**src/ropc_consts.vh**
```
/*
 Constants for the receiver output mode and power control block: bus
 widths, bit positions inside the synchronised input bundles, reset
 values and the link-alive timeout.
 Assumes it is included by bare name from the design files.
*/
`ifndef ROPC_CONSTS_VH
`define ROPC_CONSTS_VH

// Width of one pixel bus.
`define ROPC_DATA_W 24

// Positions inside the link bundle (pixel word plus its qualifiers).
`define ROPC_LB_DE 24
`define ROPC_LB_HS 25
`define ROPC_LB_VS 26
`define ROPC_LB_GENERAL_CTRL_1 27
`define ROPC_LB_CTL2 28
`define ROPC_LB_CTL3 29
`define ROPC_LB_CLK 30
`define ROPC_LB_W 31

// Positions inside the strap bundle.
`define ROPC_SB_POL 0
`define ROPC_SB_PPS 1
`define ROPC_SB_STAG_N 2
`define ROPC_SB_MODE 3
`define ROPC_SB_OPD_N 4
`define ROPC_SB_FPD_N 5
`define ROPC_SB_RSVD 6
`define ROPC_SB_W 7

// Reset value of every output and pipeline bit.
`define ROPC_RST_BIT 1'b0
`define ROPC_RST_BUS 24'h000000

// Link-alive timeout: time without a qualifier transition, in ns.
`define ROPC_CLK_PERIOD_NS 4
`define ROPC_DE_IDLE_NS 10000
`define ROPC_DE_IDLE_CYC (`ROPC_DE_IDLE_NS / `ROPC_CLK_PERIOD_NS)

`endif

```
**src/ropc_sync.v**
```verilog
/*
 Two flip-flop synchroniser for a bundle of unrelated level signals.
 Assumes each bit is a level that stays put for several clock cycles;
 bits of one bundle may land one cycle apart.
*/
`timescale 1ns/1ps
module ropc_sync #(
   parameter W = 1
) (
   input wire sys_clk,
   input wire resetn,
   input wire [W-1:0] async_in,
   output wire [W-1:0] sync_out
);
   // First stage; read only by the second stage.
   reg [W-1:0] meta_reg;
   // Second stage; the only stage logic may look at.
   reg [W-1:0] stable_reg;

   // Both stages clear on reset so nothing unknown leaks out.
   always @(posedge sys_clk) begin
      if (!resetn) begin
         meta_reg <= {W{1'b0}};
         stable_reg <= {W{1'b0}};
      end else begin
         meta_reg <= async_in;
         stable_reg <= meta_reg;
      end
   end

   assign sync_out = stable_reg;
endmodule

```
**src/ropc_top.v**
```verilog
/*
 Output configuration and power control of a serial video receiver.
 It takes the recovered pixel stream, forms one or two pixels per
 clock, optional staggered drive, dual link master or slave buses,
 the link-alive flag and the two power-down levels.
 Assumes the recovered pixel clock and all strap pins are asynchronous
 to sys_clk and that the pixel clock is well below half of sys_clk.
*/
`timescale 1ns/1ps
`include "ropc_consts.vh"

// Summary of operation
// (RQ1) Polarity pin low passes clock, high inverts.
// (RQ2) Polarity never moves data or control timing.
// (RQ3) Single link: width pin picks one or two.
// (RQ4) Dual link: width pin picks master or slave.
// (RQ5) Stagger pin high simultaneous, low staggered buses.
// (RQ6) Stagger acts only in two pixel mode.
// (RQ7) Slave syncs to master qualifier on stagger pin.
// (RQ8) Link mode pin low single, high dual.
// (RQ9) Link alive high while qualifier toggles.
// (RQ10) Link alive stays driven during output power down.
// (RQ11) Link alive may feed output power down.
// (RQ12) Output power down floats all but two.
// (RQ13) Output power down leaves reception running.
// (RQ14) Full power down floats every output.
// (RQ15) Full power down stops analog and inputs.
// (RQ16) Reserved pin must be held high.
// (RQ17) Dual link master floats its odd bus.
// (RQ18) Slave never enters two pixel mode.
// (RQ19) Full power down overrides output power down.
module ropc_top (
   input wire sys_clk,
   input wire resetn,
   input wire rx_pixel_clk,
   input wire [23:0] rx_pixel_data,
   input wire rx_active_video,
   input wire rx_hsync,
   input wire rx_vsync,
   input wire rx_ctrl_1,
   input wire rx_ctrl_2,
   input wire rx_ctrl_3,
   input wire clk_polarity_sel,
   input wire pixels_per_clk_sel,
   input wire stagger_sel_n,
   input wire link_mode_sel,
   input wire out_powerdown_n,
   input wire full_powerdown_n,
   input wire reserved_in,
   output reg pixel_out_clk,
   output reg pixel_out_clk_oe,
   output reg [23:0] even_data,
   output reg even_data_oe,
   output reg [23:0] odd_data,
   output reg odd_data_oe,
   output reg active_video_qual,
   output reg active_video_qual_oe,
   output reg hsync_out,
   output reg vsync_out,
   output reg sync_out_oe,
   output reg general_ctrl_1,
   output reg general_ctrl_1_oe,
   output reg general_ctrl_2,
   output reg general_ctrl_3,
   output reg general_ctrl_23_oe,
   output reg link_alive,
   output reg link_alive_oe,
   output reg analog_powerdown
);
   // Phases of the pixel pairing in two pixel mode.
   localparam PH_FIRST = 1'b0;
   localparam PH_SECOND = 1'b1;
   // Idle limit in cycles, cut on purpose to the counter width.
   localparam integer IDLE_CYC = `ROPC_DE_IDLE_CYC;
   localparam [11:0] IDLE_LIMIT = IDLE_CYC[11:0];

   // Forces a bus low while its driver is off, as the weak pull-down would.
   function [23:0] drive_bus;
      input [23:0] value;
      input enable;
      begin
         drive_bus = enable ? value : `ROPC_RST_BUS;
      end
   endfunction

   // Same for a single pin.
   function drive_bit;
      input value;
      input enable;
      begin
         drive_bit = enable & value;
      end
   endfunction

   // Synchronised link bundle and strap bundle.
   wire [`ROPC_LB_W-1:0] link_s;
   wire [`ROPC_SB_W-1:0] strap_s;

   // The recovered clock and its data cross together, so they land at most one cycle apart.
   ropc_sync #(
      .W(`ROPC_LB_W)
   ) u_link_sync (
      .sys_clk(sys_clk),
      .resetn(resetn),
      .async_in({rx_pixel_clk, rx_ctrl_3, rx_ctrl_2, rx_ctrl_1, rx_vsync,
                 rx_hsync, rx_active_video, rx_pixel_data}),
      .sync_out(link_s)
   );

   // Strap pins are plain levels from the board.
   ropc_sync #(
      .W(`ROPC_SB_W)
   ) u_strap_sync (
      .sys_clk(sys_clk),
      .resetn(resetn),
      .async_in({reserved_in, full_powerdown_n, out_powerdown_n,
                 link_mode_sel, stagger_sel_n, pixels_per_clk_sel,
                 clk_polarity_sel}),
      .sync_out(strap_s)
   );

   // Decoded configuration.
   wire dual_link = strap_s[`ROPC_SB_MODE]; // RQ8
   wire is_master = strap_s[`ROPC_SB_PPS]; // RQ4
   wire is_slave = dual_link & ~is_master; // RQ4
   // A slave is always dual link, so it can never reach this mode.
   wire two_pix = ~dual_link & strap_s[`ROPC_SB_PPS]; // RQ3 RQ18
   // Stagger only means something in single link two pixel mode.
   wire stagger_on = two_pix & ~strap_s[`ROPC_SB_STAG_N]; // RQ5 RQ6
   // In dual link the stagger pin carries the master qualifier.
   wire master_qual = dual_link & strap_s[`ROPC_SB_STAG_N]; // RQ7
   // A low reserved pin is treated as full power down; it is not a mode.
   wire run = strap_s[`ROPC_SB_FPD_N] & strap_s[`ROPC_SB_RSVD]; // RQ14 RQ16
   // Output power down only gates drivers and never stops reception.
   wire drive_main = run & strap_s[`ROPC_SB_OPD_N]; // RQ12 RQ13 RQ19

   // Link bundle fields.
   wire clk_now = link_s[`ROPC_LB_CLK];
   wire [23:0] pix_now = link_s[23:0];
   wire de_now = link_s[`ROPC_LB_DE];

   // Previous clock level, for edge finding.
   reg clk_prev_reg;
   // Previous qualifier level, for activity detection.
   reg de_prev_reg;
   // Cycles since the last qualifier transition.
   reg [11:0] idle_cnt_reg;
   // Internal link-alive state.
   reg alive_reg;
   // Pairing phase in two pixel mode.
   reg phase_reg;
   // First pixel of a pair waiting for its partner.
   reg [23:0] hold_reg;
   // Odd pixel waiting for the staggered half period.
   reg [23:0] odd_wait_reg;
   // Set while odd_wait_reg holds a pixel not yet shown.
   reg odd_pend_reg;
   // Internal bus values before the output stage.
   reg [23:0] even_int_reg;
   reg [23:0] odd_int_reg;
   // Internal control values before the output stage.
   reg de_int_reg;
   reg hs_int_reg;
   reg vs_int_reg;
   reg general_ctrl_1_int_reg;
   reg ctl2_int_reg;
   reg ctl3_int_reg;
   // Output clock before polarity.
   reg base_clk_reg;

   // A pixel arrives on each rising edge of the recovered clock.
   wire rise = clk_now & ~clk_prev_reg;
   // Control and even data move once per output clock.
   wire load_out = rise & (~two_pix | (phase_reg == PH_SECOND));

   // Activity detector: any qualifier transition restarts the timeout.
   // The transition is tested first, so an edge in the timeout cycle wins.
   always @(posedge sys_clk) begin
      if (!resetn) begin
         de_prev_reg <= `ROPC_RST_BIT;
         idle_cnt_reg <= 12'h000;
         alive_reg <= `ROPC_RST_BIT;
      end else if (!run) begin
         // Inputs are disabled, so the link reads as down.
         de_prev_reg <= `ROPC_RST_BIT; // RQ15
         idle_cnt_reg <= 12'h000;
         alive_reg <= `ROPC_RST_BIT;
      end else begin
         de_prev_reg <= de_now;
         if (de_now != de_prev_reg) begin
            idle_cnt_reg <= 12'h000; // RQ9
            alive_reg <= 1'b1; // RQ9
         end else if (idle_cnt_reg == IDLE_LIMIT - 12'h001) begin
            alive_reg <= 1'b0; // RQ9
         end else begin
            idle_cnt_reg <= idle_cnt_reg + 12'h001;
         end
      end
   end

   // Pixel pipeline: edge finding, pairing, staggering and slave gating.
   always @(posedge sys_clk) begin
      if (!resetn || !run) begin
         // Full power down clears the pipeline like a reset.
         clk_prev_reg <= `ROPC_RST_BIT; // RQ15
         phase_reg <= PH_FIRST;
         hold_reg <= `ROPC_RST_BUS;
         odd_wait_reg <= `ROPC_RST_BUS;
         odd_pend_reg <= `ROPC_RST_BIT;
         even_int_reg <= `ROPC_RST_BUS;
         odd_int_reg <= `ROPC_RST_BUS;
         de_int_reg <= `ROPC_RST_BIT;
         hs_int_reg <= `ROPC_RST_BIT;
         vs_int_reg <= `ROPC_RST_BIT;
         general_ctrl_1_int_reg <= `ROPC_RST_BIT;
         ctl2_int_reg <= `ROPC_RST_BIT;
         ctl3_int_reg <= `ROPC_RST_BIT;
         base_clk_reg <= `ROPC_RST_BIT;
      end else begin
         clk_prev_reg <= clk_now;
         // In one pixel mode the output clock follows the link clock.
         if (!two_pix) begin
            base_clk_reg <= clk_now;
            phase_reg <= PH_FIRST;
            odd_pend_reg <= 1'b0;
         end
         if (rise && two_pix) begin
            case (phase_reg)
               PH_FIRST: begin
                  hold_reg <= pix_now; // RQ3
                  phase_reg <= PH_SECOND;
                  base_clk_reg <= 1'b0;
                  // The staggered odd pixel appears half a period late.
                  if (odd_pend_reg) begin
                     odd_int_reg <= odd_wait_reg; // RQ5
                     odd_pend_reg <= 1'b0;
                  end
               end
               PH_SECOND: begin
                  even_int_reg <= hold_reg; // RQ3
                  phase_reg <= PH_FIRST;
                  base_clk_reg <= 1'b1;
                  if (stagger_on) begin
                     odd_wait_reg <= pix_now; // RQ5 RQ6
                     odd_pend_reg <= 1'b1;
                  end else begin
                     odd_int_reg <= pix_now; // RQ5
                  end
               end
               default: begin
                  phase_reg <= PH_FIRST;
               end
            endcase
         end else if (rise) begin
            // One pixel per clock; a slave shows data only under the
            // master qualifier, so both halves of a line start together.
            if (is_slave) begin
               even_int_reg <= master_qual ? pix_now : `ROPC_RST_BUS; // RQ7
            end else begin
               even_int_reg <= pix_now; // RQ3
            end
            odd_int_reg <= `ROPC_RST_BUS;
         end
         // Control moves with the even bus in every mode.
         if (load_out) begin
            de_int_reg <= de_now & (~is_slave | master_qual); // RQ7
            hs_int_reg <= link_s[`ROPC_LB_HS];
            vs_int_reg <= link_s[`ROPC_LB_VS];
            general_ctrl_1_int_reg <= link_s[`ROPC_LB_GENERAL_CTRL_1];
            ctl2_int_reg <= link_s[`ROPC_LB_CTL2];
            ctl3_int_reg <= link_s[`ROPC_LB_CTL3];
         end
      end
   end

   // Enables: a slave's even bus stays off while its own link is down, and a dual
   // link master leaves its odd bus to the slave.
   wire even_en = drive_main & (~is_slave | alive_reg);
   wire odd_en = drive_main & ~dual_link; // RQ17

   // Output stage: every pin leaves from a flop, one cycle after the
   // internal values. The clock shares this stage, so its polarity
   // choice cannot skew data against control.
   always @(posedge sys_clk) begin
      if (!resetn) begin
         pixel_out_clk <= `ROPC_RST_BIT;
         pixel_out_clk_oe <= `ROPC_RST_BIT;
         even_data <= `ROPC_RST_BUS;
         even_data_oe <= `ROPC_RST_BIT;
         odd_data <= `ROPC_RST_BUS;
         odd_data_oe <= `ROPC_RST_BIT;
         active_video_qual <= `ROPC_RST_BIT;
         active_video_qual_oe <= `ROPC_RST_BIT;
         hsync_out <= `ROPC_RST_BIT;
         vsync_out <= `ROPC_RST_BIT;
         sync_out_oe <= `ROPC_RST_BIT;
         general_ctrl_1 <= `ROPC_RST_BIT;
         general_ctrl_1_oe <= `ROPC_RST_BIT;
         general_ctrl_2 <= `ROPC_RST_BIT;
         general_ctrl_3 <= `ROPC_RST_BIT;
         general_ctrl_23_oe <= `ROPC_RST_BIT;
         link_alive <= `ROPC_RST_BIT;
         link_alive_oe <= `ROPC_RST_BIT;
         analog_powerdown <= `ROPC_RST_BIT;
      end else begin
         // Only the clock sees the polarity select.
         pixel_out_clk <= drive_bit(base_clk_reg ^ strap_s[`ROPC_SB_POL],
                                    drive_main); // RQ1 RQ2
         pixel_out_clk_oe <= drive_main; // RQ12
         even_data <= drive_bus(even_int_reg, even_en); // RQ12
         even_data_oe <= even_en; // RQ12
         odd_data <= drive_bus(odd_int_reg, odd_en); // RQ17
         odd_data_oe <= odd_en; // RQ17
         active_video_qual <= drive_bit(de_int_reg, drive_main); // RQ2
         active_video_qual_oe <= drive_main; // RQ12
         hsync_out <= drive_bit(hs_int_reg, drive_main);
         vsync_out <= drive_bit(vs_int_reg, drive_main);
         sync_out_oe <= drive_main; // RQ12
         general_ctrl_2 <= drive_bit(ctl2_int_reg, drive_main);
         general_ctrl_3 <= drive_bit(ctl3_int_reg, drive_main);
         general_ctrl_23_oe <= drive_main; // RQ12
         // These two ignore output power down; only full power down stops them.
         general_ctrl_1 <= drive_bit(general_ctrl_1_int_reg, run); // RQ12 RQ19
         general_ctrl_1_oe <= run; // RQ19
         link_alive <= drive_bit(alive_reg, run); // RQ10 RQ19
         link_alive_oe <= run; // RQ10 RQ14
         // Tells the analog front end to shut down.
         analog_powerdown <= ~run; // RQ15
      end
   end
endmodule
```
**config.mk**
```make
export PLATFORM = sky130hd
export DESIGN_NAME = ropc_top
export DESIGN_NICKNAME = d
export VERILOG_FILES = /design/src/ropc_sync.v /design/src/ropc_top.v
export VERILOG_INCLUDE_DIRS = /design/src /design/src/src
export SDC_FILE = /design/constraint.sdc
export NUM_CORES = 1
export LEC_CHECK = 0
export ABC_AREA = 1
export BUFFER_PORTS_ARGS = -buffer_cell sky130_fd_sc_hd__buf_2
export CAP_MARGIN = 5
export CORE_MARGIN = 3
export CORE_UTILIZATION = 40
export CTS_CLUSTER_DIAMETER = 120
export DETAILED_ROUTE_END_ITERATION = 6
export PLACE_DENSITY = 0.58
export SLEW_MARGIN = 20
export SYNTH_ARGS = -nofsm -noshare
export SYNTH_HDL_FRONTEND = slang
export SYNTH_HIERARCHICAL = 1
export SYNTH_SLANG_ARGS = --single-unit
export TNS_END_PERCENT = 100
```
**constraint.sdc**
```tcl
create_clock -name sys_clk -period 2.04 [get_ports sys_clk]
set_input_delay 0.306 -clock sys_clk [delete_from_list [all_inputs] [get_ports sys_clk]]
set_output_delay 0.306 -clock sys_clk [all_outputs]
set_load 0.01 [all_outputs]
```
-- Yosys cells after proc, flatten, opt, wreduce, memory -nomap -nowiden
Index checks and enable logic that the tools add are counted.
Widths: inputs -> output; s select.
- mux-type cells: 23
- bitwise logic cells: 32
- add/subtract/negate cells: 1
- equal/unequal tests: 6
- reductions and logical operators: 14
- operators by type and width (cell ; count):
    $mux 24 ; 9
    $pmux 24 s2 ; 1
    $and 1x1->1 ; 19
    $add 12x1->12 const B ; 1
    $eq 12x12->1 const B ; 1
    $mux 1 ; 10
    $reduce_and 2->1 ; 5
    $not 1->1 ; 9
    $ne 3x3->1 const B ; 2
    $pmux 1 s2 ; 3
    $reduce_and 3->1 ; 2
    $reduce_bool 2->1 ; 2
    $or 1x1->1 ; 3
    $reduce_or 3->1 ; 1
    $logic_not 1->1 ; 2
    $ne 2x1->1 const B ; 1
    $ne 2x2->1 const B ; 1
    $logic_and 1x1->1 ; 1
    $logic_or 1x1->1 ; 1
    $ne 1x1->1 ; 1
    $xor 1x1->1 ; 1
- register bits: 257
- bits of input ports: 40
- output and inout port bits: 65

-- Logic depth before layout (Yosys ltp)
Gate-level depths: netlist of the first run.
- depth after elaboration: 6
- gate-level depth with buffers: 9

-- Cells and area by module
The synthesis of the first run kept the hierarchy.
- by module, submodules not included (module ; times used ; area each (um2) ; cells an instance ; sequential area each (um2)):
    ropc_top ; 1 ; 6964.2 ; 920 ; 3623.5
    ropc_sync at u_link_sync ; 1 ; 1843.0 ; 193 ; 1241.2
    ropc_sync at u_strap_sync ; 1 ; 396.6 ; 43 ; 280.3

-- Worst setup path before layout of the first run
No wires, ideal clock.
- path type: reg-to-reg
- start point: register clk_prev_reg
- end point: register odd_int_reg[10]
- buffers on the path: 2
- cell stages (with the launch flop): 10
- data required time: 1.925 ns
- arrival time: 1.163 ns
- library setup time: 0.115 ns
- path slack: 0.762 ns
- path through: dfxtp_1 > inv_1 > nand2_1 > inv_2 > nand2_4 > nand2_2 > buf_6 > buf_6 > a21oi_1 > nor2_1
- word-level cells in the longest chain between the ends: 5
- elaborated cells on any way between the ends: 8
- those cells by class: eq/ne (2); mux (1); bitwise (2); reduce/logical (3)
- RTL lines (what ; line ; source):
    start, declared ; ropc_top.v:143 ; reg clk_prev_reg;
    start signal, assigned ; ropc_top.v:205 ; clk_prev_reg <= `ROPC_RST_BIT;
    start signal, assigned ; ropc_top.v:220 ; clk_prev_reg <= clk_now;
    $not 1->1 * ; ropc_top.v:172 ; wire rise = clk_now & ~clk_prev_reg;
    $and 1x1->1 * ; ropc_top.v:172 ;
    $logic_and 1x1->1 ; ropc_top.v:227 ; if (rise && two_pix) begin
    $ne 3x3->1 (no line) / $reduce_bool 2->1 (equally long branches) ; n/a ;
    $reduce_and 3->1 (no line) ; n/a ;
    end signal, assigned ; ropc_top.v:235 ; odd_int_reg <= odd_wait_reg;
    end signal, assigned ; ropc_top.v:247 ; odd_int_reg <= pix_now;
    end signal, assigned ; ropc_top.v:262 ; odd_int_reg <= `ROPC_RST_BUS;
    end, declared ; ropc_top.v:160 ; reg [23:0] odd_int_reg;
Mark *: on every way between the ends. The rest lies on a longest branch, timed or not.
A chain may end at the register's enable or synchronous reset.

-- Final worst setup path of the first run
- start point: register phase_reg
- end point: register hold_reg[23]
- word-level cells in the longest chain between the ends: 2
- RTL lines (what ; line ; source):
    start, declared ; ropc_top.v:151 ; reg phase_reg;
    start signal, assigned ; ropc_top.v:206 ; phase_reg <= PH_FIRST;
    start signal, assigned ; ropc_top.v:224 ; phase_reg <= PH_FIRST;
    start signal, assigned ; ropc_top.v:231 ; phase_reg <= PH_SECOND;
    $not 1->1 ; n/a ;
    $reduce_and 2->1 (no line) ; n/a ;
    end signal, assigned ; ropc_top.v:207 ; hold_reg <= `ROPC_RST_BUS;
    end signal, assigned ; ropc_top.v:230 ; hold_reg <= pix_now;
    end, declared ; ropc_top.v:153 ; reg [23:0] hold_reg;
No other way between the ends.

==> results of run 1 <==
-- power by group --
group          internal, mW  switching [mW]
logic                 0.135           0.163
registers              5.09          0.0342
clock network          3.06            1.94
total                  8.28            2.14
-- path summary, 6_finish.rpt --
kind	slack [ns]	depth (start not counted)	from	end
hold reg to reg	0.40	2	u_strap_sync/meta_reg[1]	u_strap_sync/sync_out[1]
hold / removal	0.02	3	rx_pixel_data[17]	u_link_sync/meta_reg[17]
setup reg to reg	0.35	7	phase_reg	hold_reg[23]
setup / recovery	0.35	7	phase_reg	hold_reg[23]
-- logic make-up (layout without fill, tap and decap cells) --
kind of cell / Yosys count / in the layout / synth area share
simple gates: 433 / 433 / 0.2012
buf+inv: 269 / 414 / 0.1297
flops: 257 / 257 / 0.5590
compound gates: 193 / 193 / 0.1059
xor+xnor: 3 / 3 / 0.002855
fa+ha+maj: 1 / 1 / 0.001359
-- worst max-delay path, stage by stage (launching register included) --
cell and delay, ns:
dfxtp_1 0.36, inv_2 0.29, nand3_2 0.17, nor2_2 0.10
buf_4 0.38, inv_1 0.11, nor2_1 0.11, nor2_1 0.05
-- final cells by class --
class	count	area [sq um]	share of cell area
sequential	257	5145	0.4624
multi-input combinational	630	2875	0.2584
timing repair buffer	158	1066	0.09582
inverter	206	773.2	0.06950
clock buffer	38	747.0	0.06714
tap	280	350.3	0.03149
clock inverter	12	168.9	0.01518
-- metal layers --
metal  track usage  vias up  part of all wire
li1              -     3770                 -
met2        0.2601      152              0.44
met4       0.04752        0             0.021
met1        0.2254     3090              0.49
met5             0        -                 0
met3       0.02870       31             0.052
-- layout by cell type, fill, tap and decap left out, types with 4 or more instances in the layout --
cell           Yosys  routed
dfxtp_1          257     257
nand2_1          224     224
inv_1            190     190
buf_2             22     104
nor2_1            98      97
o21ai_0           87      87
a21oi_1           85      85
nand3_1           78      78
dlygate4sd3_1      0      36
clkbuf_16          0      27
o21ai_1           18      18
inv_2             16      16
nand2_2           16      16
buf_4              8      14
clkbuf_1          18       8
nor2_4             5       5
clkinv_2           0       5
bufinv_16          0       4
buf_12             1       4
-- timing repair --
item	4_1_cts	5_1_grt
hold buffers	36	0
setup endpoints to repair	0	0
endpoints found under the hold margin	36	0
==> results.py, run 1 <==
metrics = {
    "timing": {
        "fin_skew_ns": 0.02489,
        "finalSetupTns_ns": 0,
        "setup_viol": 0,
        "rsz0062_at_grt": "false",
        "fin_ws_ns": 0.3485,
        "worst_pin_slew_ns": 0.7566,
        "slew_headroom": 0.4956,
        "slew_viol_final": 0,
        "post-route-period-util": 0.8292,
        "fmax_mhz": 591.2,
        "finalCriticalPeriod_ns": 1.692,
        "holdWs_ns": 0.02234,
        "hold_viol_final": 0,
    },
    "detailed_routing": {
        "route.detailed.drc": 0,
        "wirelength_mm": 19.79,
        "vias_per_cell": 4.455,
        "firstDrtPassIters": 7,
        "drt_iter0_drc": 468,
        "avgRoutedWirePerCell_um": 12.52,
        "ant_nets": 0,
        "dr_total_vias": 7043,
    },
    "power_and_ir_drop": {
        "powerDensity_mw_per_mm2": 936.8,
        "p_leak_nw": 4.680,
        "peakVddDrop_mv": 0.5171,
        "finalPower_mw": 10.42,
    },
    "placement": {
        "gp_congestion": 0.8126,
        "hpwl_mm": 13.17,
        "preCtsSetupSlack_ns": 0.3678,
        "placedInstanceArea_sq_mm": 0.009842,
        "dp_cells": 1495,
        "port_buffers": 104,
    },
    "clock_tree": {
        "cts_buffers": 27,
        "clk_latency_ns": 0.54,
        "clockBufferDepth": 3,
        "clkTransAtPathRegs_ns": 0.06,
        "cts_num_sinks": 257,
        "cts.repair.resized": 0,
        "post-cts-setup-buffers": 0,
        "cts_max_level": 1,
        "clockRootBuffer": "clkbuf_16",
        "cts_tree": "done",
    },
    "logic_synthesis": {
        "ys_seq_area_frac": 0.5590,
        "ys_ff_latch": 257,
        "synth_nets": 1197,
        "syn_area_sq_mm": 0.009204,
        "synth.avg_cell_area_sq_um": 7.962,
        "synth_cell_types": 31,
        "yosysTopAreaCell": "dfxtp_1",
        "synth-edff-count": 0,
        "async_reset_ff_frac": 0,
        "synth_warnings": 6,
        "synthFlopType": "dfxtp_1",
        "yosysTopAreaCellShare": 0.5590,
        "synthCells": 1156,
        "synth_commonest_cells": "dfxtp_1 (257), nand2_1 (224), inv_1 (190)",
        "yosys-top-cells-area": "dfxtp_1 (56%), nand2_1 (9.1%), inv_1 (7.7%), o21ai_0 (4.7%), a21oi_1 (4.6%)",
        "yosysMostFrequentCell": "dfxtp_1",
    },
    "floorplanning": {
        "placementRows": 54,
        "start_util": 0.4140,
        "num_io_pins": 105,
        "die_y_um": 157.7,
        "fp.dieW_um": 157.7,
        "core_area_sq_mm": 0.02223,
        "die-area_sq_mm": 0.02487,
    },
    "global_route": {
        "grt_overflow": 0,
        "first_global_vias": 6647,
        "grt_use_total": 0.1623,
        "grt_pass1_wl_mm": 33.21,
        "grt_max_degree": 77,
        "antenna_found_initial": 0,
    },
    "final_layout": {
        "final_cells": 1581,
        "n_antenna_cell": 0,
        "fillers": 2165,
        "stdcell_area_sq_mm": 0.01113,
        "drive_gt1_frac": 0.1599,
        "syn_to_final_growth_pct": 20.88,
        "final_nets": 1321,
        "finish.utilization": 0.5005,
    },
    "critical_path": {
        "worst_ep_required_time_ns": 2.47,
        "startpoint_type": "flop",
        "cp.arrival_ns": 2.12,
        "path_class": "flop to flop",
        "worst_setup_path_end_kind": "flop",
        "crit_path_max_fanout": 49,
    },
    "run_status": {
        "status": "complete, no violations",
    },
    "min_path": {
        "hp-class": "input pin to flop",
    },
    "run": {
        "drv_cap": 0,
    },
}
Power figures use the tool's default switching activity.
==> run 2, diff against run 1 <==
PLACE_DENSITY = 0.6   (was 0.58)
clock period = 1.4 ns   (was 2.04 ns; I/O delays follow)
==> run 2 against run 1 <==
Net effect:
- largest power group unchanged
- via count grew 2.5%
- count of clock-buffer cells in the layout is the same
- fmax grew 24%
- critical path type unchanged
- design area grew 6.3%
==> results.py, run 2 (synthesized netlist as in run 1, its figures left out) <==
metrics = {
    "timing": {
        "post-route-period-util": 0.9772,
        "finalCriticalPeriod_ns": 1.368,
        "finalSetupTns_ns": 0,
        "slew_viol_final": 0,
        "fin_skew_ns": 0.01242,
        "rsz0062_at_grt": "true",
        "hold_viol_final": 0,
        "worst_pin_slew_ns": 0.4541,
        "fmax_mhz": 730.9,
        "slew_headroom": 0.6941,
        "setup_viol": 0,
    },
    "clock_tree": {
        "clk_latency_ns": 0.53,
        "clkTransAtPathRegs_ns": 0.06,
        "cts_buffers": 27,
        "clockRootBuffer": "clkbuf_16",
        "cts_num_sinks": 257,
        "clockBufferDepth": 3,
        "cts_tree": "done",
        "cts_max_level": 1,
    },
    "final_layout": {
        "stdcell_area_sq_mm": 0.01182,
        "regArea_sq_mm": 0.005155,
        "drive_gt1_frac": 0.2000,
        "final_cell_mix": "dfxtp_1 (251), nand2_1 (219), inv_1 (189), buf_2 (104), nor2_1 (95)",
        "final_nets": 1351,
        "multiInputGateArea_sq_mm": 0.003020,
        "fillers": 2086,
        "final_common_cell": "dfxtp_1",
        "syn_to_final_growth_pct": 28.44,
        "final_cells": 1610,
        "n_antenna_cell": 0,
    },
    "floorplanning": {
        "num_io_pins": 105,
        "die-area_sq_mm": 0.02487,
        "start_util": 0.4140,
        "placementRows": 54,
        "fp.dieW_um": 157.7,
        "core_area_sq_mm": 0.02223,
        "die_y_um": 157.7,
    },
    "critical_path": {
        "crit_start": "u_strap_sync/sync_out[5]",
        "worst_ep_required_time_ns": 1.86,
        "worst_setup_path_end_kind": "flop",
        "reg2reg_from": "u_strap_sync/sync_out[5]",
        "startpoint_type": "flop",
        "crit_path_max_fanout": 12,
        "path_class": "flop to flop",
        "cp.arrival_ns": 1.83,
    },
    "min_path": {
        "hp-class": "input pin to flop",
        "worstHoldStart": "rx_pixel_data[2]",
    },
    "power_and_ir_drop": {
        "p_leak_nw": 4.947,
        "p_int_mw": 12.24,
        "comb_power_share": 0.032,
        "finalPower_mw": 15.38,
        "powerDensity_mw_per_mm2": 1301,
        "sw_frac_of_total": 0.2040,
        "p_seq_frac": 0.486,
        "clock_power_share": 0.482,
        "netSwitchingPower_mw": 3.138,
        "peakVddDrop_mv": 0.8148,
    },
    "global_route": {
        "grt_pass1_wl_mm": 33.51,
        "grt_use_total": 0.1643,
        "antenna_found_initial": 0,
        "grt_overflow": 0,
        "grt_max_degree": 77,
        "first_global_vias": 6599,
    },
    "detailed_routing": {
        "avgRoutedWirePerCell_um": 13.08,
        "wirelength_mm": 21.05,
        "route.detailed.drc": 0,
        "vias_per_cell": 4.482,
        "drt_iter0_drc": 491,
        "dr_total_vias": 7216,
        "ant_nets": 0,
        "firstDrtPassIters": 5,
    },
    "run_status": {
        "status": "complete, no violations",
    },
    "placement": {
        "placedInstanceArea_sq_mm": 0.01009,
        "port_buffers": 104,
        "dp_cells": 1508,
        "hpwl_mm": 13.59,
        "gp_congestion": 0.7918,
    },
    "run": {
        "drv_cap": 0,
    },
}
run 2: cell types whose count changed in the layout (fill, tap and decap cells not counted), moves of 6 or more:
cell,before,now
dfxtp_1,257,251
buf_12,4,17
nand3_1,78,69
o21ai_0,87,79
buf_4,14,20
o21ai_1,18,24
nand3_2,1,9
run 2: power by group through the flow:
stage / registers (mW) / logic (mW) / clock network, mW
floorplan: 7.61 / 0.268 / 0
global placement: 7.63 / 0.374 / 0
detailed placement: 7.63 / 0.379 / 0
CTS: 7.47 / 0.463 / 7.62
global route: 7.48 / 0.547 / 7.93
finish: 7.47 / 0.488 / 7.42
run 2: worst max-delay path, cell delays in order (launching register included):
cell and delay (ns):
dfxtp_2 0.32, nand2_2 0.07, nor2_4 0.21, inv_4 0.08, nor2_4 0.21, clkbuf_16 0.22
nand3_1 0.10, o21ai_1 0.08
run 2: area by class of cell:
type | count | share of cell area
Multi-Input combinational cell | 630 | 0.2555
Inverter | 206 | 0.06732
Timing Repair Buffer | 188 | 0.1320
Tap cell | 280 | 0.02964
Clock buffer | 38 | 0.06573
Sequential cell | 257 | 0.4361
Clock inverter | 11 | 0.01376
run 2: what timing repair did:
| action | CTS | global route |
|---|---|---|
| hold buffers | 39 | 0 |
| hold endpoints to repair | 40 | 0 |
| resized for setup | 1 | 57 |
| pin swaps | 0 | 7 |
| endpoints found under the setup margin | 5 | 85 |
| setup buffers | 0 | 8 |
| gates cloned | 0 | 6 |
run 2: path summary, 6_finish.rpt:
check	to	slack (ns)	cells past startpoint
worst max register to register	even_int_reg[4]	0.03	7
worst min-delay path	u_link_sync/meta_reg[2]	0.39	4
worst min register to register	u_link_sync/sync_out[25]	0.41	2
worst max-delay path	even_int_reg[4]	0.03	7
run 2: per-layer routing:
metal	up-vias	GRT usage	part of all wire	wire length (um)
met1	3162	0.2319	0.48	10090
met2	180	0.2528	0.44	9233
met4	0	0.05868	0.030	625
li1	3838	-	-	-
met5	-	0	0	0
met3	36	0.03034	0.052	1098
run 2: metrics by stage:
stage	utilization	setup slack (ns)	hold slack [ns]
finish	0.5318	0.03189	0.3904
global route	0.5318	-0.04708	0.3948
CTS	0.5141	0.003755	0.3681
detailed placement	0.4539	0.0006296	0.3899
global placement	0.4539	0.03608	0.3867
floorplan	-	0.1218	0.3035
